$ cat config.mk
export PLATFORM = sky130hd
export DESIGN_NAME = asf_status
export DESIGN_NICKNAME = d
export VERILOG_FILES = /design/src/verilog/asf_pkg.sv /design/src/verilog/asf_status.sv
export SDC_FILE = /design/constraint.sdc
export NUM_CORES = 1
export LEC_CHECK = 0
export BUFFER_PORTS_ARGS = -buffer_cell sky130_fd_sc_hd__buf_2
export CORE_MARGIN = 8
export CORE_UTILIZATION = 50
export DETAILED_ROUTE_END_ITERATION = 7
export GPL_TIMING_DRIVEN = 0
export PLACE_DENSITY = 0.74
export SYNTH_ARGS = -nofsm -noshare
export SYNTH_HDL_FRONTEND = slang
export SYNTH_SLANG_ARGS = --single-unit
$ cat constraint.sdc
create_clock -name mclk -period 4.7 [get_ports mclk]
set_input_delay 0.94 -clock mclk [delete_from_list [all_inputs] [get_ports mclk]]
set_output_delay 0.94 -clock mclk [all_outputs]
set_load 0.01 [all_outputs]
$ cat src/verilog/asf_pkg.sv
// Package for the ALU status and pointer mode block
package asf_pkg;

  // ----------------------------------------------------------------
  // Register map
  // ----------------------------------------------------------------
  localparam logic [7:0] ALU_FLAGS_AND_POINTER_MODES_OFFSET = 8'h04;
  localparam logic [3:0] MODE_RESET_VAL = 4'hF;
  localparam logic [3:0] FLAG_RESET_VAL = 4'h0;
  localparam logic [7:0] PTR_RESET_VAL  = 8'h00;
  localparam logic [7:0] OUT_RESET_VAL  = 8'h00;

  // Bit positions
  localparam int PTR1_MODE_HI_POS = 7;
  localparam int PTR1_MODE_LO_POS = 6;
  localparam int PTR0_MODE_HI_POS = 5;
  localparam int PTR0_MODE_LO_POS = 4;
  localparam int OVF_POS          = 3;
  localparam int ZERO_POS         = 2;
  localparam int DCARRY_POS       = 1;
  localparam int CARRY_POS        = 0;

  // Pointer mode codes
  localparam logic [1:0] PMODE_DEC = 2'h0;
  localparam logic [1:0] PMODE_INC = 2'h1;

  // ----------------------------------------------------------------
  // ALU operations
  // ----------------------------------------------------------------
  typedef enum logic [6:0] {
    ASF_OP_NONE = 7'h01,
    ASF_OP_ADD  = 7'h02,
    ASF_OP_SUB  = 7'h04,
    ASF_OP_LOG  = 7'h08,
    ASF_OP_RLC  = 7'h10,
    ASF_OP_RRC  = 7'h20,
    ASF_OP_PASS = 7'h40
  } asf_op_e;

  // Operation request from execution logic
  typedef struct packed {
    asf_op_e    op;
    logic [7:0] a;
    logic [7:0] b;
  } asf_req_s;

  // Result back to execution logic
  typedef struct packed {
    logic [7:0] result;
    logic [3:0] flags;
  } asf_res_s;

  // Register bus
  typedef struct packed {
    logic [7:0] addr;
    logic [7:0] wdata;
    logic       wr;
    logic       rd;
  } asf_bus_s;

endpackage : asf_pkg

$ cat src/verilog/asf_status.sv
// ALU status flags and indirect pointer mode register
`timescale 1ns/10ps

// Functional notes
// - Pointer-0 mode 00 decrements pointer A after each indirect access.
// - Pointer-0 mode 01 increments pointer A after each indirect access.
// - Pointer-0 mode 1x holds pointer A unchanged.
// - Add and subtract set overflow when signed result flips sign wrongly, else clear it; other ops keep it.
// - Subtraction adds the two's complement; carry comes from that add.
// - Carry set on carry out of the top bit; inverted sense means borrow.
// - Rotate through carry loads carry with the bit shifted out.
// - Flag-affecting ops override a data write of the flags here.
// - Overflow set when signed result exceeds +127 or falls below -128.
module asf_status (
  // Clock and reset
  input  wire logic              mclk,
  input  wire logic              rst_n,
  input  wire logic              clk_en,
  // Register port
  input  wire asf_pkg::asf_bus_s bus,
  output logic [7:0]             rdata,
  // ALU request and result
  input  wire asf_pkg::asf_req_s req,
  output asf_pkg::asf_res_s      res,
  // Indirect pointers
  input  wire logic              acc_a,
  input  wire logic              acc_b,
  input  wire logic              ptr_a_wr,
  input  wire logic              ptr_b_wr,
  input  wire logic [7:0]        ptr_wdata,
  output logic [7:0]             indirect_pointer_a,
  output logic [7:0]             indirect_pointer_b,
  // Register contents
  output logic [7:0]             status
);

  // ----------------------------------------------------------------
  // State
  // ----------------------------------------------------------------
  logic [3:0] mode_q;
  logic [3:0] mode_d;
  logic [3:0] flag_q;
  logic [3:0] flag_d;
  logic [7:0] ptr_a_q;
  logic [7:0] ptr_a_d;
  logic [7:0] ptr_b_q;
  logic [7:0] ptr_b_d;
  logic [7:0] rdata_q;
  logic [7:0] res_q;

  // ----------------------------------------------------------------
  // Arithmetic
  // ----------------------------------------------------------------
  wire logic       is_add  = (req.op == asf_pkg::ASF_OP_ADD);
  wire logic       is_sub  = (req.op == asf_pkg::ASF_OP_SUB);
  wire logic       is_arith = is_add | is_sub;
  wire logic       is_rlc  = (req.op == asf_pkg::ASF_OP_RLC);
  wire logic       is_rrc  = (req.op == asf_pkg::ASF_OP_RRC);
  wire logic       is_log  = (req.op == asf_pkg::ASF_OP_LOG);
  wire logic       affects = is_arith | is_rlc | is_rrc | is_log;
  // Inverted operand plus carry-in forms the two's complement in one adder
  wire logic [7:0] opnd_b  = is_sub ? ~req.b : req.b;
  wire logic [8:0] cin     = {8'h00, is_sub};
  wire logic [8:0] sum     = {1'b0, req.a} + {1'b0, opnd_b} + cin;
  wire logic [4:0] nib     = {1'b0, req.a[3:0]} + {1'b0, opnd_b[3:0]} + cin[4:0];
  wire logic       cy      = sum[8];
  wire logic       dcy     = nib[4];
  wire logic       ovf     = (req.a[7] == opnd_b[7]) & (sum[7] != req.a[7]);
  wire logic [7:0] rot_l   = {req.a[6:0], flag_q[asf_pkg::CARRY_POS]};
  wire logic [7:0] rot_r   = {flag_q[asf_pkg::CARRY_POS], req.a[7:1]};
  wire logic [7:0] result  = is_arith ? sum[7:0] : is_rlc ? rot_l : is_rrc ? rot_r : req.a;
  wire logic       zero    = (result == 8'h00);
  wire logic       rot_out = is_rlc ? req.a[7] : req.a[0];

  // Flags after the operation; borrow reads as carry of the complement add
  wire logic [3:0] op_flags = is_arith ? {ovf, zero, dcy, cy} :
                              (is_rlc | is_rrc) ? {flag_q[3], zero, flag_q[1], rot_out} :
                              {flag_q[3], zero, flag_q[1:0]};

  // ----------------------------------------------------------------
  // Register port decode
  // ----------------------------------------------------------------
  wire logic hit_wr = bus.wr & (bus.addr == asf_pkg::ALU_FLAGS_AND_POINTER_MODES_OFFSET);
  wire logic hit_rd = bus.rd & (bus.addr == asf_pkg::ALU_FLAGS_AND_POINTER_MODES_OFFSET);

  assign mode_d = hit_wr ? bus.wdata[7:4] : mode_q;
  assign flag_d = affects ? op_flags : hit_wr ? bus.wdata[3:0] : flag_q;

  // ----------------------------------------------------------------
  // Pointer stepping
  // ----------------------------------------------------------------
  wire logic [1:0] m0 = mode_q[1:0];
  wire logic [1:0] m1 = mode_q[3:2];
  wire logic [7:0] step_a = (m0 == asf_pkg::PMODE_DEC) ? ptr_a_q - 8'h01 :
                            (m0 == asf_pkg::PMODE_INC) ? ptr_a_q + 8'h01 :
                            ptr_a_q;
  wire logic [7:0] step_b = (m1 == asf_pkg::PMODE_DEC) ? ptr_b_q - 8'h01 :
                            (m1 == asf_pkg::PMODE_INC) ? ptr_b_q + 8'h01 :
                            ptr_b_q;

  assign ptr_a_d = ptr_a_wr ? ptr_wdata : acc_a ? step_a : ptr_a_q;
  assign ptr_b_d = ptr_b_wr ? ptr_wdata : acc_b ? step_b : ptr_b_q;

  // ----------------------------------------------------------------
  // Registers
  // ----------------------------------------------------------------
  always_ff @(posedge mclk) begin
    if (!rst_n) begin
      mode_q  <= asf_pkg::MODE_RESET_VAL;
      flag_q  <= asf_pkg::FLAG_RESET_VAL;
      ptr_a_q <= asf_pkg::PTR_RESET_VAL;
      ptr_b_q <= asf_pkg::PTR_RESET_VAL;
      rdata_q <= asf_pkg::OUT_RESET_VAL;
      res_q   <= asf_pkg::OUT_RESET_VAL;
    end else if (clk_en) begin
      mode_q  <= mode_d;
      flag_q  <= flag_d;
      ptr_a_q <= ptr_a_d;
      ptr_b_q <= ptr_b_d;
      rdata_q <= hit_rd ? {mode_q, flag_q} : 8'h00;
      res_q   <= result;
    end
  end

  assign rdata              = rdata_q;
  assign res                = '{result: res_q, flags: flag_q};
  assign indirect_pointer_a = ptr_a_q;
  assign indirect_pointer_b = ptr_b_q;
  assign status             = {mode_q, flag_q};

  // ----------------------------------------------------------------
  // Sign-extended reference sums for the overflow checks
  // ----------------------------------------------------------------
  wire logic [8:0] chk_add = {req.a[7], req.a} + {req.b[7], req.b};
  wire logic [8:0] chk_sub = {req.a[7], req.a} - {req.b[7], req.b};
endmodule : asf_status
## Word level (Yosys, flattened, before mapping)

Cells that the tools add are included.

| operators by class | value |
|---|---|
| $add $sub $neg | 8 |
| equality and inequality tests | 12 |
| mux-type cells | 18 |
| bitwise gates (word level) | 9 |
| reductions and logical operators | 14 |

Operators with widths:

| kind | number |
|---|---|
| $mux 8 | 13 |
| $add 8x1->8 const B | 2 |
| $sub 8x1->8 const B | 2 |
| $mux 4 | 3 |
| $reduce_and 3->1 | 4 |
| $add 8x8->9 | 1 |
| $add 9x1->9 | 1 |
| $eq 8x3->1 const B | 1 |
| $logic_not 8->1 | 1 |
| $not 8->8 | 1 |
| $eq 7x2->1 const B | 1 |
| $eq 7x3->1 const B | 1 |
| $eq 7x4->1 const B | 1 |
| $eq 7x5->1 const B | 1 |
| $eq 7x6->1 const B | 1 |
| $reduce_bool 2->1 | 3 |
| $reduce_bool 3->1 | 2 |
| $add 4x4->5 | 1 |
| $add 5x1->5 | 1 |
| $or 1x1->1 | 5 |
| $eq 2x1->1 const B | 2 |
| $logic_not 2->1 | 2 |
| $reduce_and 2->1 | 2 |
| $and 1x1->1 | 3 |
| other kinds (5) | 6 |

| word-level totals | value |
|---|---|
| register bits | 40 |
| bits of input ports | 56 |
| output and inout port bits | 44 |
| word-level logic and storage cells | 69 |

## Logic depth before layout (Yosys ltp)

Gate-level depths: netlist of run 1.

| depth | value |
|---|---|
| depth in word-level cells | 8 |
| depth in mapped cells | 12 |

## Least setup slack after synthesis of run 1

Ideal clock, no wire load.

| timing | value |
|---|---|
| path type | input port to flip-flop |
| from | in req[19] (netlist bit) |
| to | reg flag_q[3] |
| arrival time | 3.535 ns |
| data required time | 4.578 ns |
| path slack | 1.043 ns |
| cell stages on the path | 11 |
| path through | buf_4 -> nor3_2 -> nand3_1 -> xnor2_1 -> ha_1 -> and4_1 -> a2111oi_0 -> nor3_1 -> xnor2_1 -> nor3_1 -> o311a_1 |

| between the ends | value |
|---|---|
| longest elaborated chain between the ends | 8 |

RTL lines:

| element | line | RTL |
|---|---|---|
| start, declared | asf_status.sv:23 | `input wire asf_pkg::asf_req_s req,` |
| $eq 7x3->1 | asf_status.sv:55 | `wire logic is_sub = (req.op == asf_pkg::ASF_OP_SUB);` |
| $mux 8 | asf_status.sv:62 | `wire logic [7:0] opnd_b = is_sub ? ~req.b : req.b;` |
| $add 8x8->9 | asf_status.sv:64 | `wire logic [8:0] sum = {1'b0, req.a} + {1'b0, opnd_b} + cin;` |
| $add 9x1->9 | asf_status.sv:64 |  |
| $ne 1x1->1 | asf_status.sv:68 | `wire logic ovf = (req.a[7] == opnd_b[7]) & (sum[7] != req.a[7]);` |
| $and 1x1->1 | asf_status.sv:68 |  |
| $mux 4 | asf_status.sv:76 | `wire logic [3:0] op_flags = is_arith ? {ovf, zero, dcy, cy} :` |
| $mux 4 | asf_status.sv:87 | `assign flag_d = affects ? op_flags : hit_wr ? bus.wdata[3:0] : flag_q;` |
| end signal, assigned | asf_status.sv:110 | `flag_q <= asf_pkg::FLAG_RESET_VAL;` |
| end signal, assigned | asf_status.sv:117 | `flag_q <= flag_d;` |
| end, declared | asf_status.sv:42 | `logic [3:0] flag_q;` |

Several ways; a longest one is shown, not always the timed one. The select of a mux whose other input is x is not followed.
A chain may end at the register's enable or synchronous reset.

## Worst setup path in the final report of run 1

| timing | value |
|---|---|
| from | in req[20] (netlist bit) |
| to | reg flag_q[3] |

The elaborated chain is that of the path after synthesis.

==> results of run 1 <==
==> layout make-up <==
cell class	instances	area share, %
multi-input cells	336	58.0
plain buffers	25	3.16
clock buffers	6	2.09
repair buffers	95	12.0
well taps	77	2.43
clock inverters	2	0.379
inverters	18	1.71
flip-flops and latches	40	20.2
==> layer usage <==
layer  vias up  GRT usage [%]  share of wire [%]
met3         7           5.69                8.4
met5         -              0                  0
met2       110           31.3                 44
met4         0           3.55               0.67
li1       1724              -                  -
met1      1550           26.2                 47
==> critical path, delay by kind of cell <==
family                     cells  cell delay (ns)
adders and majority gates      1             0.30
buffers and inverters          2             0.27
and+or+nand+nor                4             0.97
xor gates and xnor gates       2             0.52
AOI/OAI and AO/OA              4             1.03
==> stage by stage <==
stage	util, %	cells	power, W
4_1_cts	62.3	599	0.000843
3_5_place_dp	60.8	591	0.000598
2_1_floorplan	-	419	0.000514
5_1_grt	62.3	599	0.000885
3_3_place_gp	60.8	591	0.000594
6_report	62.3	599	0.000839
==> sequential cells by signal, indices dropped and copies added (netlist names) <==
| register | count |
|---|---|
| indirect_pointer_a | 8 |
| res_q | 8 |
| rdata | 8 |
| indirect_pointer_b | 8 |
| mode_q | 4 |
| flag_q | 4 |
==> worst paths after layout <==
check / startpoint / to / slack (ns) / depth (start not counted)
max: req[20] / flag_q[3] / 0.85 / 13
min: res_q[7] / res_q[7] / 0.48 / 2
max reg2reg: mode_q[1] / indirect_pointer_a[7] / 1.75 / 9
min reg2reg: res_q[7] / res_q[7] / 0.48 / 2
==> placed cells by master (no fill, tap or decap), types with 4 or more instances in the layout <==
| cell type | n |
|---|---|
| sky130_fd_sc_hd__buf_2 | 96 |
| sky130_fd_sc_hd__nor2_1 | 46 |
| sky130_fd_sc_hd__dfxtp_1 | 40 |
| sky130_fd_sc_hd__a21oi_1 | 33 |
| sky130_fd_sc_hd__nand2_1 | 31 |
| sky130_fd_sc_hd__o21ai_0 | 24 |
| sky130_fd_sc_hd__ha_1 | 21 |
| sky130_fd_sc_hd__inv_1 | 18 |
| sky130_fd_sc_hd__nor2b_1 | 17 |
| sky130_fd_sc_hd__nor3_1 | 16 |
| sky130_fd_sc_hd__xnor2_1 | 14 |
| sky130_fd_sc_hd__clkbuf_1 | 14 |
| sky130_fd_sc_hd__a211oi_1 | 11 |
| sky130_fd_sc_hd__mux2i_1 | 11 |
| sky130_fd_sc_hd__nand3_1 | 10 |
| sky130_fd_sc_hd__buf_4 | 8 |
| sky130_fd_sc_hd__o21a_1 | 8 |
| sky130_fd_sc_hd__nand2b_1 | 8 |
| sky130_fd_sc_hd__xor2_1 | 7 |
| sky130_fd_sc_hd__o311a_1 | 6 |
| sky130_fd_sc_hd__clkbuf_8 | 6 |
| sky130_fd_sc_hd__o311ai_0 | 5 |
| sky130_fd_sc_hd__o211ai_1 | 5 |
| sky130_fd_sc_hd__o22ai_1 | 5 |
| sky130_fd_sc_hd__and2_1 | 4 |
==> cells by family after synthesis <==
kind of cell / after synthesis / share of synthesized area, %
xor+xnor: 21 / 5.59
flops: 40 / 24.4
fa+ha+maj: 24 / 9.82
compound gates: 125 / 26.5
mux: 11 / 3.35
buf+inv: 43 / 5.86
simple gates: 155 / 24.5
==> power breakdown <==
part           internal, W  total (W)  leakage (nW)  switching (W)
registers         0.000354   0.000366         0.327      0.0000126
clock network     0.000119   0.000247        0.0434       0.000128
logic            0.0000965   0.000226          1.40       0.000129
==> metrics.txt, run 1 <==
# TYPE chip_impl_metric gauge
chip_impl_metric{name="cellPowerDensity",unit="nW/µm²"} 212
chip_impl_metric{name="finalHoldWorstSlack",unit="ns"} 0.481
chip_impl_metric{name="required",unit="ns"} 4.89
chip_impl_metric{name="drt_first_pass_iters",unit=""} 5
chip_impl_metric{name="timing.clock.skew",unit="ns"} 0.0115
chip_impl_metric{name="die_width",unit="µm"} 97.1
chip_impl_info{name="timing.setup.critical_path_class",value="input pin to flip-flop"} 1
chip_impl_metric{name="synthDominantCellAreaShare",unit="%"} 24.4
chip_impl_metric{name="antenna_violating_nets_post_route",unit=""} 0
chip_impl_info{name="run_status",value="completed"} 1
chip_impl_metric{name="cts_max_path_buffers",unit=""} 2
chip_impl_metric{name="cts.clk_slew.worst_paths",unit="ns"} 0.08
chip_impl_metric{name="hold_viol_final",unit=""} 0
chip_impl_metric{name="timing.final.crit_share",unit="%"} 81.8
chip_impl_metric{name="dpl-instance-area",unit="µm²"} 3860
chip_impl_metric{name="area_growth_syn_to_layout",unit="%"} 20.4
chip_impl_info{name="ys.flop_type",value="sky130_fd_sc_hd__dfxtp_1"} 1
chip_impl_metric{name="final.setup.worst_slack",unit="ns"} 0.855
chip_impl_metric{name="antenna_found_initial",unit=""} 0
chip_impl_metric{name="design_area",unit="µm²"} 3960
chip_impl_metric{name="worst-path-max-fanout",unit=""} 10
chip_impl_metric{name="htree_levels",unit=""} 2
chip_impl_info{name="critPathCaptureType",value="flip-flop"} 1
chip_impl_metric{name="design.final.nets",unit=""} 601
chip_impl_metric{name="layout.filler_cells",unit=""} 608
chip_impl_metric{name="grt_overflow",unit=""} 0
chip_impl_metric{name="ff_latch_area",unit="µm²"} 801
chip_impl_metric{name="initial_core_util",unit="%"} 51.8
chip_impl_metric{name="synth_warnings",unit=""} 0
chip_impl_metric{name="layout_min_cycle_time",unit="ns"} 3.85
chip_impl_metric{name="worstSkewPairLatency",unit="ns"} 0.30
chip_impl_metric{name="worst-endpoint-arrival",unit="ns"} 4.03
chip_impl_metric{name="ctsResizeCount",unit=""} 0
chip_impl_metric{name="design.die.area",unit="µm²"} 9430
chip_impl_metric{name="setup_viol",unit=""} 0
chip_impl_metric{name="cts_num_sinks",unit=""} 40
chip_impl_metric{name="synth-seq-area-share",unit="%"} 24.4
chip_impl_metric{name="syn-mean-instance-area",unit="µm²"} 7.85
chip_impl_metric{name="post_drt_via_cell_ratio",unit=""} 5.66
chip_impl_metric{name="antenna_cells_inserted",unit=""} 0
chip_impl_metric{name="tritoncts_buffers",unit=""} 5
chip_impl_info{name="synth_top_cells_by_area",value="sky130_fd_sc_hd__dfxtp_1 24%, sky130_fd_sc_hd__ha_1 8.0%, sky130_fd_sc_hd__nor2_1 5.3%, sky130_fd_sc_hd__a21oi_1 5.0%, sky130_fd_sc_hd__xnor2_1 3.7%"} 1
chip_impl_metric{name="gp_congestion",unit=""} 0.907
chip_impl_info{name="cts_tree",value="yes"} 1
chip_impl_metric{name="netlist_instances",unit=""} 419
chip_impl_info{name="crit_path_top_delay_cell",value="sky130_fd_sc_hd__nand3_1"} 1
chip_impl_metric{name="synth_enable_flop_cells",unit=""} 0
chip_impl_metric{name="post_synth_instance_area",unit="µm²"} 3290
chip_impl_metric{name="post_cts_hold_fix_bufs",unit=""} 0
chip_impl_metric{name="pin_count_of_the_biggest_net_entering_global_routing",unit=""} 14
chip_impl_metric{name="core_area",unit="µm²"} 6350
chip_impl_metric{name="row_count",unit=""} 29
chip_impl_metric{name="io-pin-count",unit=""} 100
chip_impl_info{name="synthMostInstantiatedCell",value="sky130_fd_sc_hd__nor2_1"} 1
chip_impl_metric{name="grt_pass1_vias",unit=""} 3326
chip_impl_metric{name="placement.setup.worst_slack",unit="ns"} 0.498
chip_impl_metric{name="grt_pass1_wl",unit="mm"} 16.0
chip_impl_metric{name="max_stage_delay",unit="ns"} 0.44
chip_impl_metric{name="drt_total_wl",unit="mm"} 9.92
chip_impl_metric{name="fp.dieH",unit="µm"} 97.1
chip_impl_info{name="hp-class",value="flip-flop to flip-flop"} 1
chip_impl_metric{name="async_flop_share",unit="%"} 0
chip_impl_metric{name="drv_cap",unit=""} 0
chip_impl_metric{name="grt_util_all_layers",unit="%"} 19.8
chip_impl_metric{name="slew_headroom",unit="%"} 59.4
chip_impl_metric{name="place.detailed.hpwl",unit="mm"} 8.00
chip_impl_info{name="rsz0062_at_grt",value="no"} 1
chip_impl_info{name="clock_tree.root_cell",value="sky130_fd_sc_hd__clkbuf_8"} 1
chip_impl_metric{name="route.vias.total",unit=""} 3391
chip_impl_metric{name="p_leak",unit="nW"} 1.77
chip_impl_info{name="crit_path_start_kind",value="input pin"} 1
chip_impl_metric{name="multiInputGateArea",unit="µm²"} 2290
chip_impl_metric{name="setup-tns-final",unit="ns"} 0
chip_impl_metric{name="drc",unit=""} 0
chip_impl_metric{name="achievable-frequency",unit="MHz"} 260
chip_impl_metric{name="share_of_final_layout_standard_cells_stronger_than_drive_strength_1",unit="%"} 24.1
chip_impl_metric{name="yosys.cell_types.count",unit=""} 61
chip_impl_metric{name="ys_ff_latch",unit=""} 40
chip_impl_info{name="crit_chain",value="buf_2, buf_4, nor3_2, nand3_1, xnor2_1, ha_1, a21oi_1, o21ai_0, a2111oi_0, nor3_1, xnor2_1, nor3_1, o311a_1"} 1
chip_impl_metric{name="worst_pin_slew",unit="ns"} 0.607
chip_impl_info{name="synth_largest_area_cell",value="sky130_fd_sc_hd__dfxtp_1"} 1
chip_impl_metric{name="synth_fp_nets",unit=""} 499
chip_impl_metric{name="drv_slew",unit=""} 0
chip_impl_info{name="synth_commonest_cells",value="46 x sky130_fd_sc_hd__nor2_1, 40 x sky130_fd_sc_hd__dfxtp_1, 33 x sky130_fd_sc_hd__a21oi_1, 31 x sky130_fd_sc_hd__nand2_1, 24 x sky130_fd_sc_hd__o21ai_0"} 1
chip_impl_metric{name="wl_per_cell",unit="µm"} 16.6
chip_impl_metric{name="port-buffer-count",unit=""} 95
chip_impl_metric{name="drt-initial-drc-count",unit=""} 166
chip_impl_metric{name="cts_post_setup_buffers_inserted",unit=""} 0
chip_impl_metric{name="vdd.ir_drop.worst",unit="mV"} 0.169
Note: power is estimated with default switching activity, not from simulation.
==> run 2: changes to the inputs <==
--- a/config.mk
+++ b/config.mk
@@ -5,6 +5,7 @@
 export SDC_FILE = /design/constraint.sdc
 export NUM_CORES = 1
 export LEC_CHECK = 0
+export ABC_AREA = 1
 export BUFFER_PORTS_ARGS = -buffer_cell sky130_fd_sc_hd__buf_2
 export CORE_MARGIN = 8
 export CORE_UTILIZATION = 50
==> constraint.sdc (replaced) <==
create_clock -name mclk -period 4.03 [get_ports mclk]
set_input_delay 0.806 -clock mclk [delete_from_list [all_inputs] [get_ports mclk]]
set_output_delay 0.806 -clock mclk [all_outputs]
set_load 0.01 [all_outputs]
==> run 2 against run 1 <==
  * Hold slack got worse by 0.016 ns
  * Register-to-register slack got worse by 0.28 ns
  * Critical path depth increased by 1
  * Synthesized cell count increased by 17%
  * Clock-buffer cell count unchanged
  * Total power increased by 12%
  * Synthesized area decreased by 2.9%
  * Combinational power about the same
  * Die area decreased by 2.4%
  * Clock skew decreased by 0.0039 ns
  * Via count increased by 4.5%
  * Flip-flop and latch count unchanged
==> metrics.txt, run 2 <==
# TYPE chip_impl_metric gauge
chip_impl_metric{name="gp_congestion",unit=""} 0.917
chip_impl_metric{name="p_comb_share",unit="%"} 23.8
chip_impl_metric{name="layout_min_cycle_time",unit="ns"} 2.84
chip_impl_metric{name="pwr-share-seq",unit="%"} 45.3
chip_impl_metric{name="power_switching",unit="W"} 0.000299
chip_impl_metric{name="p_leak",unit="nW"} 2.04
chip_impl_metric{name="initial_core_util",unit="%"} 50.9
chip_impl_info{name="synthMostInstantiatedCell",value="sky130_fd_sc_hd__nand2_1"} 1
chip_impl_metric{name="synth_warnings",unit=""} 0
chip_impl_metric{name="worstSkewPairLatency",unit="ns"} 0.29
chip_impl_metric{name="area_growth_syn_to_layout",unit="%"} 21.3
chip_impl_metric{name="drv_cap",unit=""} 0
chip_impl_metric{name="finish.cell_count_without_fillers",unit=""} 672
chip_impl_info{name="mostFrequentLayoutCell",value="sky130_fd_sc_hd__nand2_1"} 1
chip_impl_metric{name="cts_post_setup_buffers_inserted",unit=""} 0
chip_impl_info{name="synth_top_cells_by_area",value="sky130_fd_sc_hd__dfxtp_1 25%, sky130_fd_sc_hd__nand2_1 14%, sky130_fd_sc_hd__a21oi_1 8.5%, sky130_fd_sc_hd__ha_1 8.2%, sky130_fd_sc_hd__inv_1 7.1%"} 1
chip_impl_info{name="clock_tree.root_cell",value="sky130_fd_sc_hd__clkbuf_8"} 1
chip_impl_metric{name="fp.dieH",unit="µm"} 95.9
chip_impl_metric{name="max_stage_delay",unit="ns"} 0.45
chip_impl_metric{name="cts_num_sinks",unit=""} 40
chip_impl_metric{name="cts.clk_slew.worst_paths",unit="ns"} 0.08
chip_impl_metric{name="post-place-cells",unit=""} 664
chip_impl_metric{name="post_cts_hold_fix_bufs",unit=""} 0
chip_impl_metric{name="drt-initial-drc-count",unit=""} 180
chip_impl_metric{name="achievable-frequency",unit="MHz"} 352
chip_impl_metric{name="total_power",unit="W"} 0.000937
chip_impl_info{name="critPathCaptureType",value="flip-flop"} 1
chip_impl_metric{name="share_of_final_layout_standard_cells_stronger_than_drive_strength_1",unit="%"} 22.5
chip_impl_metric{name="worst_hold_path.num_cells",unit=""} 2
chip_impl_metric{name="drv_slew",unit=""} 0
chip_impl_metric{name="syn-mean-instance-area",unit="µm²"} 6.52
chip_impl_info{name="synth_commonest_cells",value="118 x sky130_fd_sc_hd__nand2_1, 60 x sky130_fd_sc_hd__inv_1, 54 x sky130_fd_sc_hd__a21oi_1, 40 x sky130_fd_sc_hd__dfxtp_1, 37 x sky130_fd_sc_hd__nand3_1"} 1
chip_impl_info{name="synth_largest_area_cell",value="sky130_fd_sc_hd__dfxtp_1"} 1
chip_impl_info{name="rsz0062_at_grt",value="no"} 1
chip_impl_metric{name="tritoncts_buffers",unit=""} 5
chip_impl_metric{name="synthDominantCellAreaShare",unit="%"} 25.1
chip_impl_metric{name="setup_viol",unit=""} 0
chip_impl_metric{name="vdd.ir_drop.worst",unit="mV"} 0.233
chip_impl_metric{name="htree_levels",unit=""} 2
chip_impl_metric{name="grt_overflow",unit=""} 0
chip_impl_metric{name="clkPwrFrac",unit="%"} 30.9
chip_impl_info{name="crit_path_start_kind",value="input pin"} 1
chip_impl_info{name="hp-class",value="flip-flop to flip-flop"} 1
chip_impl_metric{name="async_flop_share",unit="%"} 0
chip_impl_metric{name="required",unit="ns"} 4.26
chip_impl_metric{name="design.final.nets",unit=""} 674
chip_impl_metric{name="timing.clock.skew",unit="ns"} 0.00756
chip_impl_metric{name="place.detailed.hpwl",unit="mm"} 7.66
chip_impl_metric{name="netlist_instances",unit=""} 490
chip_impl_metric{name="worst_pin_slew",unit="ns"} 0.737
chip_impl_metric{name="ys_ff_latch",unit=""} 40
chip_impl_info{name="run_status",value="completed"} 1
chip_impl_metric{name="worst-endpoint-arrival",unit="ns"} 3.08
chip_impl_metric{name="antenna_violating_nets_post_route",unit=""} 0
chip_impl_metric{name="worst-path-max-fanout",unit=""} 9
chip_impl_metric{name="drt_first_pass_iters",unit=""} 4
chip_impl_info{name="crit_chain",value="buf_2, inv_1, nand2_1, nor2_1, nand2_4, xnor2_1, fa_1, xnor2_1, nor2_1, a21oi_1, nand3_1, nor3_2, nand4_1, a21oi_1"} 1
chip_impl_metric{name="post_synth_instance_area",unit="µm²"} 3190
chip_impl_metric{name="critical_path_depth",unit=""} 14
chip_impl_metric{name="die_width",unit="µm"} 95.9
chip_impl_metric{name="antenna_cells_inserted",unit=""} 0
chip_impl_metric{name="design.die.area",unit="µm²"} 9200
chip_impl_metric{name="synth-seq-area-share",unit="%"} 25.1
chip_impl_info{name="layout_common_cells",value="118 x sky130_fd_sc_hd__nand2_1, 100 x sky130_fd_sc_hd__buf_2, 60 x sky130_fd_sc_hd__inv_1"} 1
chip_impl_info{name="crit_path_top_delay_cell",value="sky130_fd_sc_hd__fa_1"} 1
chip_impl_info{name="cell_family_with_most_cp_delay",value="simple AND/OR/NAND/NOR gates"} 1
chip_impl_metric{name="ctsResizeCount",unit=""} 0
chip_impl_info{name="timing.setup.critical_path_class",value="input pin to flip-flop"} 1
chip_impl_metric{name="row_count",unit=""} 29
chip_impl_metric{name="grt_pass1_wl",unit="mm"} 15.6
chip_impl_metric{name="antenna_found_initial",unit=""} 0
chip_impl_metric{name="cp_num_buf_inv",unit=""} 2
chip_impl_metric{name="cts_max_path_buffers",unit=""} 2
chip_impl_metric{name="route.vias.total",unit=""} 3545
chip_impl_metric{name="yosys.cell_types.count",unit=""} 39
chip_impl_metric{name="grt_pass1_vias",unit=""} 3335
chip_impl_info{name="cts_tree",value="yes"} 1
chip_impl_metric{name="wl_per_cell",unit="µm"} 14.0
chip_impl_metric{name="io-pin-count",unit=""} 100
chip_impl_metric{name="pin_count_of_the_biggest_net_entering_global_routing",unit=""} 14
chip_impl_metric{name="core_area",unit="µm²"} 6280
chip_impl_metric{name="cellPowerDensity",unit="nW/µm²"} 242
chip_impl_metric{name="drc",unit=""} 0
chip_impl_metric{name="reg2reg_depth",unit=""} 12
chip_impl_metric{name="setup-tns-final",unit="ns"} 0
chip_impl_metric{name="synth_enable_flop_cells",unit=""} 0
chip_impl_metric{name="post_drt_via_cell_ratio",unit=""} 5.28
chip_impl_metric{name="synth_fp_nets",unit=""} 570
chip_impl_metric{name="grt_util_all_layers",unit="%"} 20.9
chip_impl_metric{name="intPower",unit="W"} 0.000638
chip_impl_metric{name="sw_frac_of_total",unit="%"} 31.9
chip_impl_info{name="ys.flop_type",value="sky130_fd_sc_hd__dfxtp_1"} 1
chip_impl_metric{name="drt_total_wl",unit="mm"} 9.39
chip_impl_metric{name="hold_viol_final",unit=""} 0
chip_impl_metric{name="timing.final.crit_share",unit="%"} 70.6
chip_impl_metric{name="slew_headroom",unit="%"} 50.7
chip_impl_metric{name="port-buffer-count",unit=""} 97
chip_impl_metric{name="layout.filler_cells",unit=""} 608
-- run 2: changes by cell type after synthesis, sizes merged, moves of 13 or more --
cell   before  now
a21oi      33   55
inv        18   64
nand2      32  122
nand3      10   39
nor2b      17    0
nor3       18    3
o21ai      25   38
-- run 2: per-stage QoR --
stage	setup WS, ns	util (%)	area (µm²)	hold WS (ns)
after floorplan	1.35	-	3190	0.490
after global placement	0.965	60.1	3770	0.450
after detailed placement	0.905	60.1	3770	0.454
after CTS	1.21	61.7	3870	0.467
after global routing	0.937	61.7	3870	0.487
final	1.19	61.7	3870	0.465
-- run 2: area by class of cell --
class | count | area, µm² | share of cell area [%]
multi-input cells | 368 | 2040 | 52.8
flip-flops and latches | 40 | 801 | 20.7
repair buffers | 97 | 485 | 12.5
inverters | 64 | 243 | 6.27
plain buffers | 18 | 105 | 2.71
well taps | 77 | 96.3 | 2.49
clock buffers | 6 | 82.6 | 2.13
clock inverters | 2 | 15.0 | 0.388
-- run 2: logic make-up (layout without fill, tap and decap cells) --
| family | after synthesis | in the layout | synth area share, % |
|---|---|---|---|
| flops | 40 | 40 | 25.1 |
| simple gates | 213 | 213 | 29.9 |
| compound gates | 116 | 116 | 19.9 |
| buf+inv | 82 | 187 | 10.9 |
| xor+xnor | 15 | 15 | 4.11 |
| fa+ha+maj | 24 | 24 | 10.1 |
-- run 2: worst paths after layout --
kind	startpoint	end	slack (ns)
worst min-delay path	rdata[4]	rdata[4]	0.47
worst max register to register	mode_q[2]	indirect_pointer_b[6]	1.47
worst min register to register	rdata[4]	rdata[4]	0.47
worst max-delay path	req[19]	flag_q[2]	1.19
-- run 2: power groups by stage --
stage,Combinational (W),Clock [W],Sequential (W)
6_report,0.000223,0.000289,0.000424
5_1_grt,0.000254,0.000308,0.000426
4_1_cts,0.000223,0.000292,0.000424
3_5_place_dp,0.000222,0,0.000433
3_3_place_gp,0.000217,0,0.000432
2_1_floorplan,0.000129,0,0.000438
-- run 2: layer usage --
| metal | global-route usage (%) | routed length (µm) | vias up |
|---|---|---|---|
| li1 | - | - | 1821 |
| met1 | 27.7 | 4320 | 1608 |
| met2 | 33.9 | 4280 | 107 |
| met3 | 3.82 | 683 | 9 |
| met4 | 5.38 | 109 | 0 |
| met5 | 0 | 0 | - |
-- run 2: worst reg2reg max path, stage by stage (launching register included) --
cell and delay, ns:
sky130_fd_sc_hd__dfxtp_1 0.35, sky130_fd_sc_hd__nor2_1 0.59, sky130_fd_sc_hd__inv_1 0.13, sky130_fd_sc_hd__fa_1 0.43, sky130_fd_sc_hd__inv_1 0.07, sky130_fd_sc_hd__a21oi_1 0.05
sky130_fd_sc_hd__o21ai_0 0.26, sky130_fd_sc_hd__nand2_1 0.09, sky130_fd_sc_hd__nand2_1 0.06, sky130_fd_sc_hd__a21oi_1 0.06, sky130_fd_sc_hd__xnor2_1 0.12, sky130_fd_sc_hd__o21ai_0 0.14
sky130_fd_sc_hd__a21oi_1 0.08
==> run 3: changes to the inputs <==
==> constraint.sdc (replaced) <==
create_clock -name mclk -period 2.74 [get_ports mclk]
set_input_delay 0.548 -clock mclk [delete_from_list [all_inputs] [get_ports mclk]]
set_output_delay 0.548 -clock mclk [all_outputs]
set_load 0.01 [all_outputs]
==> run 3 against run 2 <==
  * Flip-flop and latch count stayed put
  * Largest power group unchanged
  * Routed wire length is 0.66% higher
  * Cell area is 1.8% higher
  * Clock-buffer cell count stayed put
  * Register-to-register slack worse by 1.1 ns
  * Total power is 48% higher
  * Worst setup slack worse by 0.97 ns
==> metrics.txt, run 3 (same netlist as run 2, synthesis figures left out) <==
# TYPE chip_impl_metric gauge
chip_impl_metric{name="grt_use_met1",unit="%"} 27.7
chip_impl_metric{name="grt_pass1_vias",unit=""} 3335
chip_impl_info{name="hold_path.startpoint",value="bus[6]"} 1
chip_impl_metric{name="required",unit="ns"} 2.98
chip_impl_metric{name="timing.clock.skew",unit="ns"} 0.00807
chip_impl_metric{name="io-pin-count",unit=""} 100
chip_impl_metric{name="wl_per_cell",unit="µm"} 14.0
chip_impl_metric{name="drt_first_pass_iters",unit=""} 5
chip_impl_info{name="rr_startpoint",value="mode_q[1]"} 1
chip_impl_metric{name="initial_core_util",unit="%"} 50.9
chip_impl_metric{name="gr-usage-met2",unit="%"} 33.9
chip_impl_metric{name="achievable-frequency",unit="MHz"} 396
chip_impl_info{name="worst_r2r_endpoint",value="indirect_pointer_a[6]"} 1
chip_impl_metric{name="design.die.area",unit="µm²"} 9200
chip_impl_info{name="busiest_layer",value="met2"} 1
chip_impl_metric{name="die_width",unit="µm"} 95.9
chip_impl_metric{name="row_count",unit=""} 29
chip_impl_info{name="run_status",value="completed"} 1
chip_impl_metric{name="drc",unit=""} 0
chip_impl_metric{name="dpl-instance-area",unit="µm²"} 3770
chip_impl_info{name="timing.setup.critical_path_class",value="input pin to flip-flop"} 1
chip_impl_metric{name="post_drt_via_cell_ratio",unit=""} 5.26
chip_impl_metric{name="fp.dieH",unit="µm"} 95.9
chip_impl_metric{name="worst_pin_slew",unit="ns"} 0.661
chip_impl_metric{name="ff2ff_setup_slack",unit="ns"} 0.34
chip_impl_metric{name="drt_total_wl",unit="mm"} 9.45
chip_impl_metric{name="share_of_final_layout_standard_cells_stronger_than_drive_strength_1",unit="%"} 24.2
chip_impl_metric{name="layout_min_cycle_time",unit="ns"} 2.53
chip_impl_metric{name="finalHoldWorstSlack",unit="ns"} 0.461
chip_impl_metric{name="port-buffer-count",unit=""} 97
chip_impl_metric{name="global_route.usage.met3",unit="%"} 3.82
chip_impl_metric{name="antenna_found_initial",unit=""} 0
chip_impl_metric{name="placement.setup.worst_slack",unit="ns"} -0.127
chip_impl_info{name="clock_tree.root_cell",value="sky130_fd_sc_hd__clkbuf_8"} 1
chip_impl_metric{name="gp_congestion",unit=""} 0.917
chip_impl_metric{name="worst_hold_path.num_cells",unit=""} 3
chip_impl_metric{name="vdd.ir_drop.worst",unit="mV"} 0.342
chip_impl_metric{name="antenna_cells_inserted",unit=""} 0
chip_impl_info{name="layout_common_cells",value="118 x sky130_fd_sc_hd__nand2_1, 100 x sky130_fd_sc_hd__buf_2, 60 x sky130_fd_sc_hd__inv_1"} 1
chip_impl_metric{name="worst-path-max-fanout",unit=""} 9
chip_impl_metric{name="route.vias.total",unit=""} 3549
chip_impl_metric{name="area_growth_syn_to_layout",unit="%"} 23.5
chip_impl_metric{name="cts_max_path_buffers",unit=""} 2
chip_impl_metric{name="place.detailed.hpwl",unit="mm"} 7.66
chip_impl_metric{name="design.final.nets",unit=""} 677
chip_impl_metric{name="tritoncts_buffers",unit=""} 5
chip_impl_metric{name="hold_viol_final",unit=""} 0
chip_impl_metric{name="grt_pass1_wl",unit="mm"} 15.6
chip_impl_metric{name="drv_slew",unit=""} 0
chip_impl_info{name="critPathCaptureType",value="flip-flop"} 1
chip_impl_metric{name="grt_overflow",unit=""} 0
chip_impl_metric{name="layout.filler_cells",unit=""} 603
chip_impl_metric{name="grt_util_all_layers",unit="%"} 20.9
chip_impl_metric{name="core_area",unit="µm²"} 6280
chip_impl_info{name="terminating_pin_of_the_worst_hold_path",value="mode_q[0]"} 1
chip_impl_metric{name="reg2reg_depth",unit=""} 10
chip_impl_metric{name="final.setup.worst_slack",unit="ns"} 0.215
chip_impl_metric{name="total_power",unit="W"} 0.00139
chip_impl_info{name="mostFrequentLayoutCell",value="sky130_fd_sc_hd__nand2_1"} 1
chip_impl_metric{name="cellPowerDensity",unit="nW/µm²"} 352
chip_impl_info{name="hp-class",value="input pin to flip-flop"} 1
chip_impl_info{name="cts_tree",value="yes"} 1
chip_impl_metric{name="setup_viol",unit=""} 0
chip_impl_metric{name="timing.final.crit_share",unit="%"} 92.2
chip_impl_metric{name="pin_count_of_the_biggest_net_entering_global_routing",unit=""} 14
chip_impl_metric{name="slew_headroom",unit="%"} 55.8
chip_impl_metric{name="htree_levels",unit=""} 2
chip_impl_metric{name="cts.clk_slew.worst_paths",unit="ns"} 0.08
chip_impl_metric{name="cts_num_sinks",unit=""} 40
chip_impl_metric{name="design_area",unit="µm²"} 3940
chip_impl_metric{name="drv_cap",unit=""} 0
chip_impl_metric{name="setup-tns-final",unit="ns"} 0
chip_impl_metric{name="drt-initial-drc-count",unit=""} 162
chip_impl_metric{name="antenna_violating_nets_post_route",unit=""} 0
chip_impl_metric{name="post_cts_hold_fix_bufs",unit=""} 0
chip_impl_info{name="crit_path_start_kind",value="input pin"} 1
chip_impl_metric{name="p_leak",unit="nW"} 2.06
chip_impl_info{name="rsz0062_at_grt",value="no"} 1
chip_impl_metric{name="worstSkewPairLatency",unit="ns"} 0.30
chip_impl_metric{name="worst-endpoint-arrival",unit="ns"} 2.76
run 3: changes by cell type in the layout (fill, tap and decap cells not counted), sizes merged:
| cell | change |
|---|---|
| buf | +3 |
run 3: repair_timing:
action,in CTS,in global routing
endpoints found under the setup margin,0,3
buffers inserted,0,3
resized for setup,0,10
run 3: worst max-delay path, stage by stage:
cell and delay [ns]:
sky130_fd_sc_hd__buf_2 0.11, sky130_fd_sc_hd__inv_1 0.06, sky130_fd_sc_hd__nand2_1 0.08, sky130_fd_sc_hd__nor2_4 0.22, sky130_fd_sc_hd__nand2_8 0.13, sky130_fd_sc_hd__xnor2_1 0.16
sky130_fd_sc_hd__ha_1 0.34, sky130_fd_sc_hd__a21oi_1 0.15, sky130_fd_sc_hd__inv_1 0.08, sky130_fd_sc_hd__a31oi_2 0.18, sky130_fd_sc_hd__nand2_1 0.14, sky130_fd_sc_hd__nand2_1 0.08
sky130_fd_sc_hd__nand2_1 0.05, sky130_fd_sc_hd__nor2_1 0.14, sky130_fd_sc_hd__nand4_1 0.15, sky130_fd_sc_hd__a21oi_1 0.14
run 3: worst max path at each step:
stage | from | endpoint | slack, ns
6_report | req[20] | flag_q[2] | 0.21
5_1_grt | req[20] | flag_q[2] | 0.01
4_1_cts | req[20] | flag_q[2] | 0.18
3_5_place_dp | req[20] | flag_q[2] | -0.13
3_3_place_gp | req[20] | flag_q[2] | -0.07
2_1_floorplan | req[20] | flag_q[2] | 0.32
run 3: cell type report:
type	instances	area, µm²	area share [%]
inverter	64	243	6.15
timing repair buffer	100	508	12.9
sequential	40	801	20.3
clock inverter	2	15.0	0.381
multi-input combinational	368	2090	53.1
buffer	18	105	2.66
clock buffer	6	82.6	2.09
tap	77	96.3	2.44
run 3: per-stage QoR:
| step | utilization [%] | std cells |
|---|---|---|
| final | 62.8 | 675 |
| after global routing | 62.8 | 675 |
| after CTS | 61.7 | 672 |
| after detailed placement | 60.1 | 664 |
| after global placement | 60.1 | 664 |
| after floorplan | - | 490 |
run 3: power by group:
| group | total, W | switching [W] | internal, W | leakage, nW |
|---|---|---|---|---|
| registers | 0.000623 | 0.0000187 | 0.000605 | 0.327 |
| logic | 0.000339 | 0.000204 | 0.000135 | 1.69 |
| clock network | 0.000424 | 0.000220 | 0.000204 | 0.0434 |
run 3: metal layers:
metal / routed length [µm] / share of wire [%]
met1: 4290 / 45
met3: 761 / 8.1
met5: 0 / 0
met2: 4240 / 45
met4: 153 / 1.6
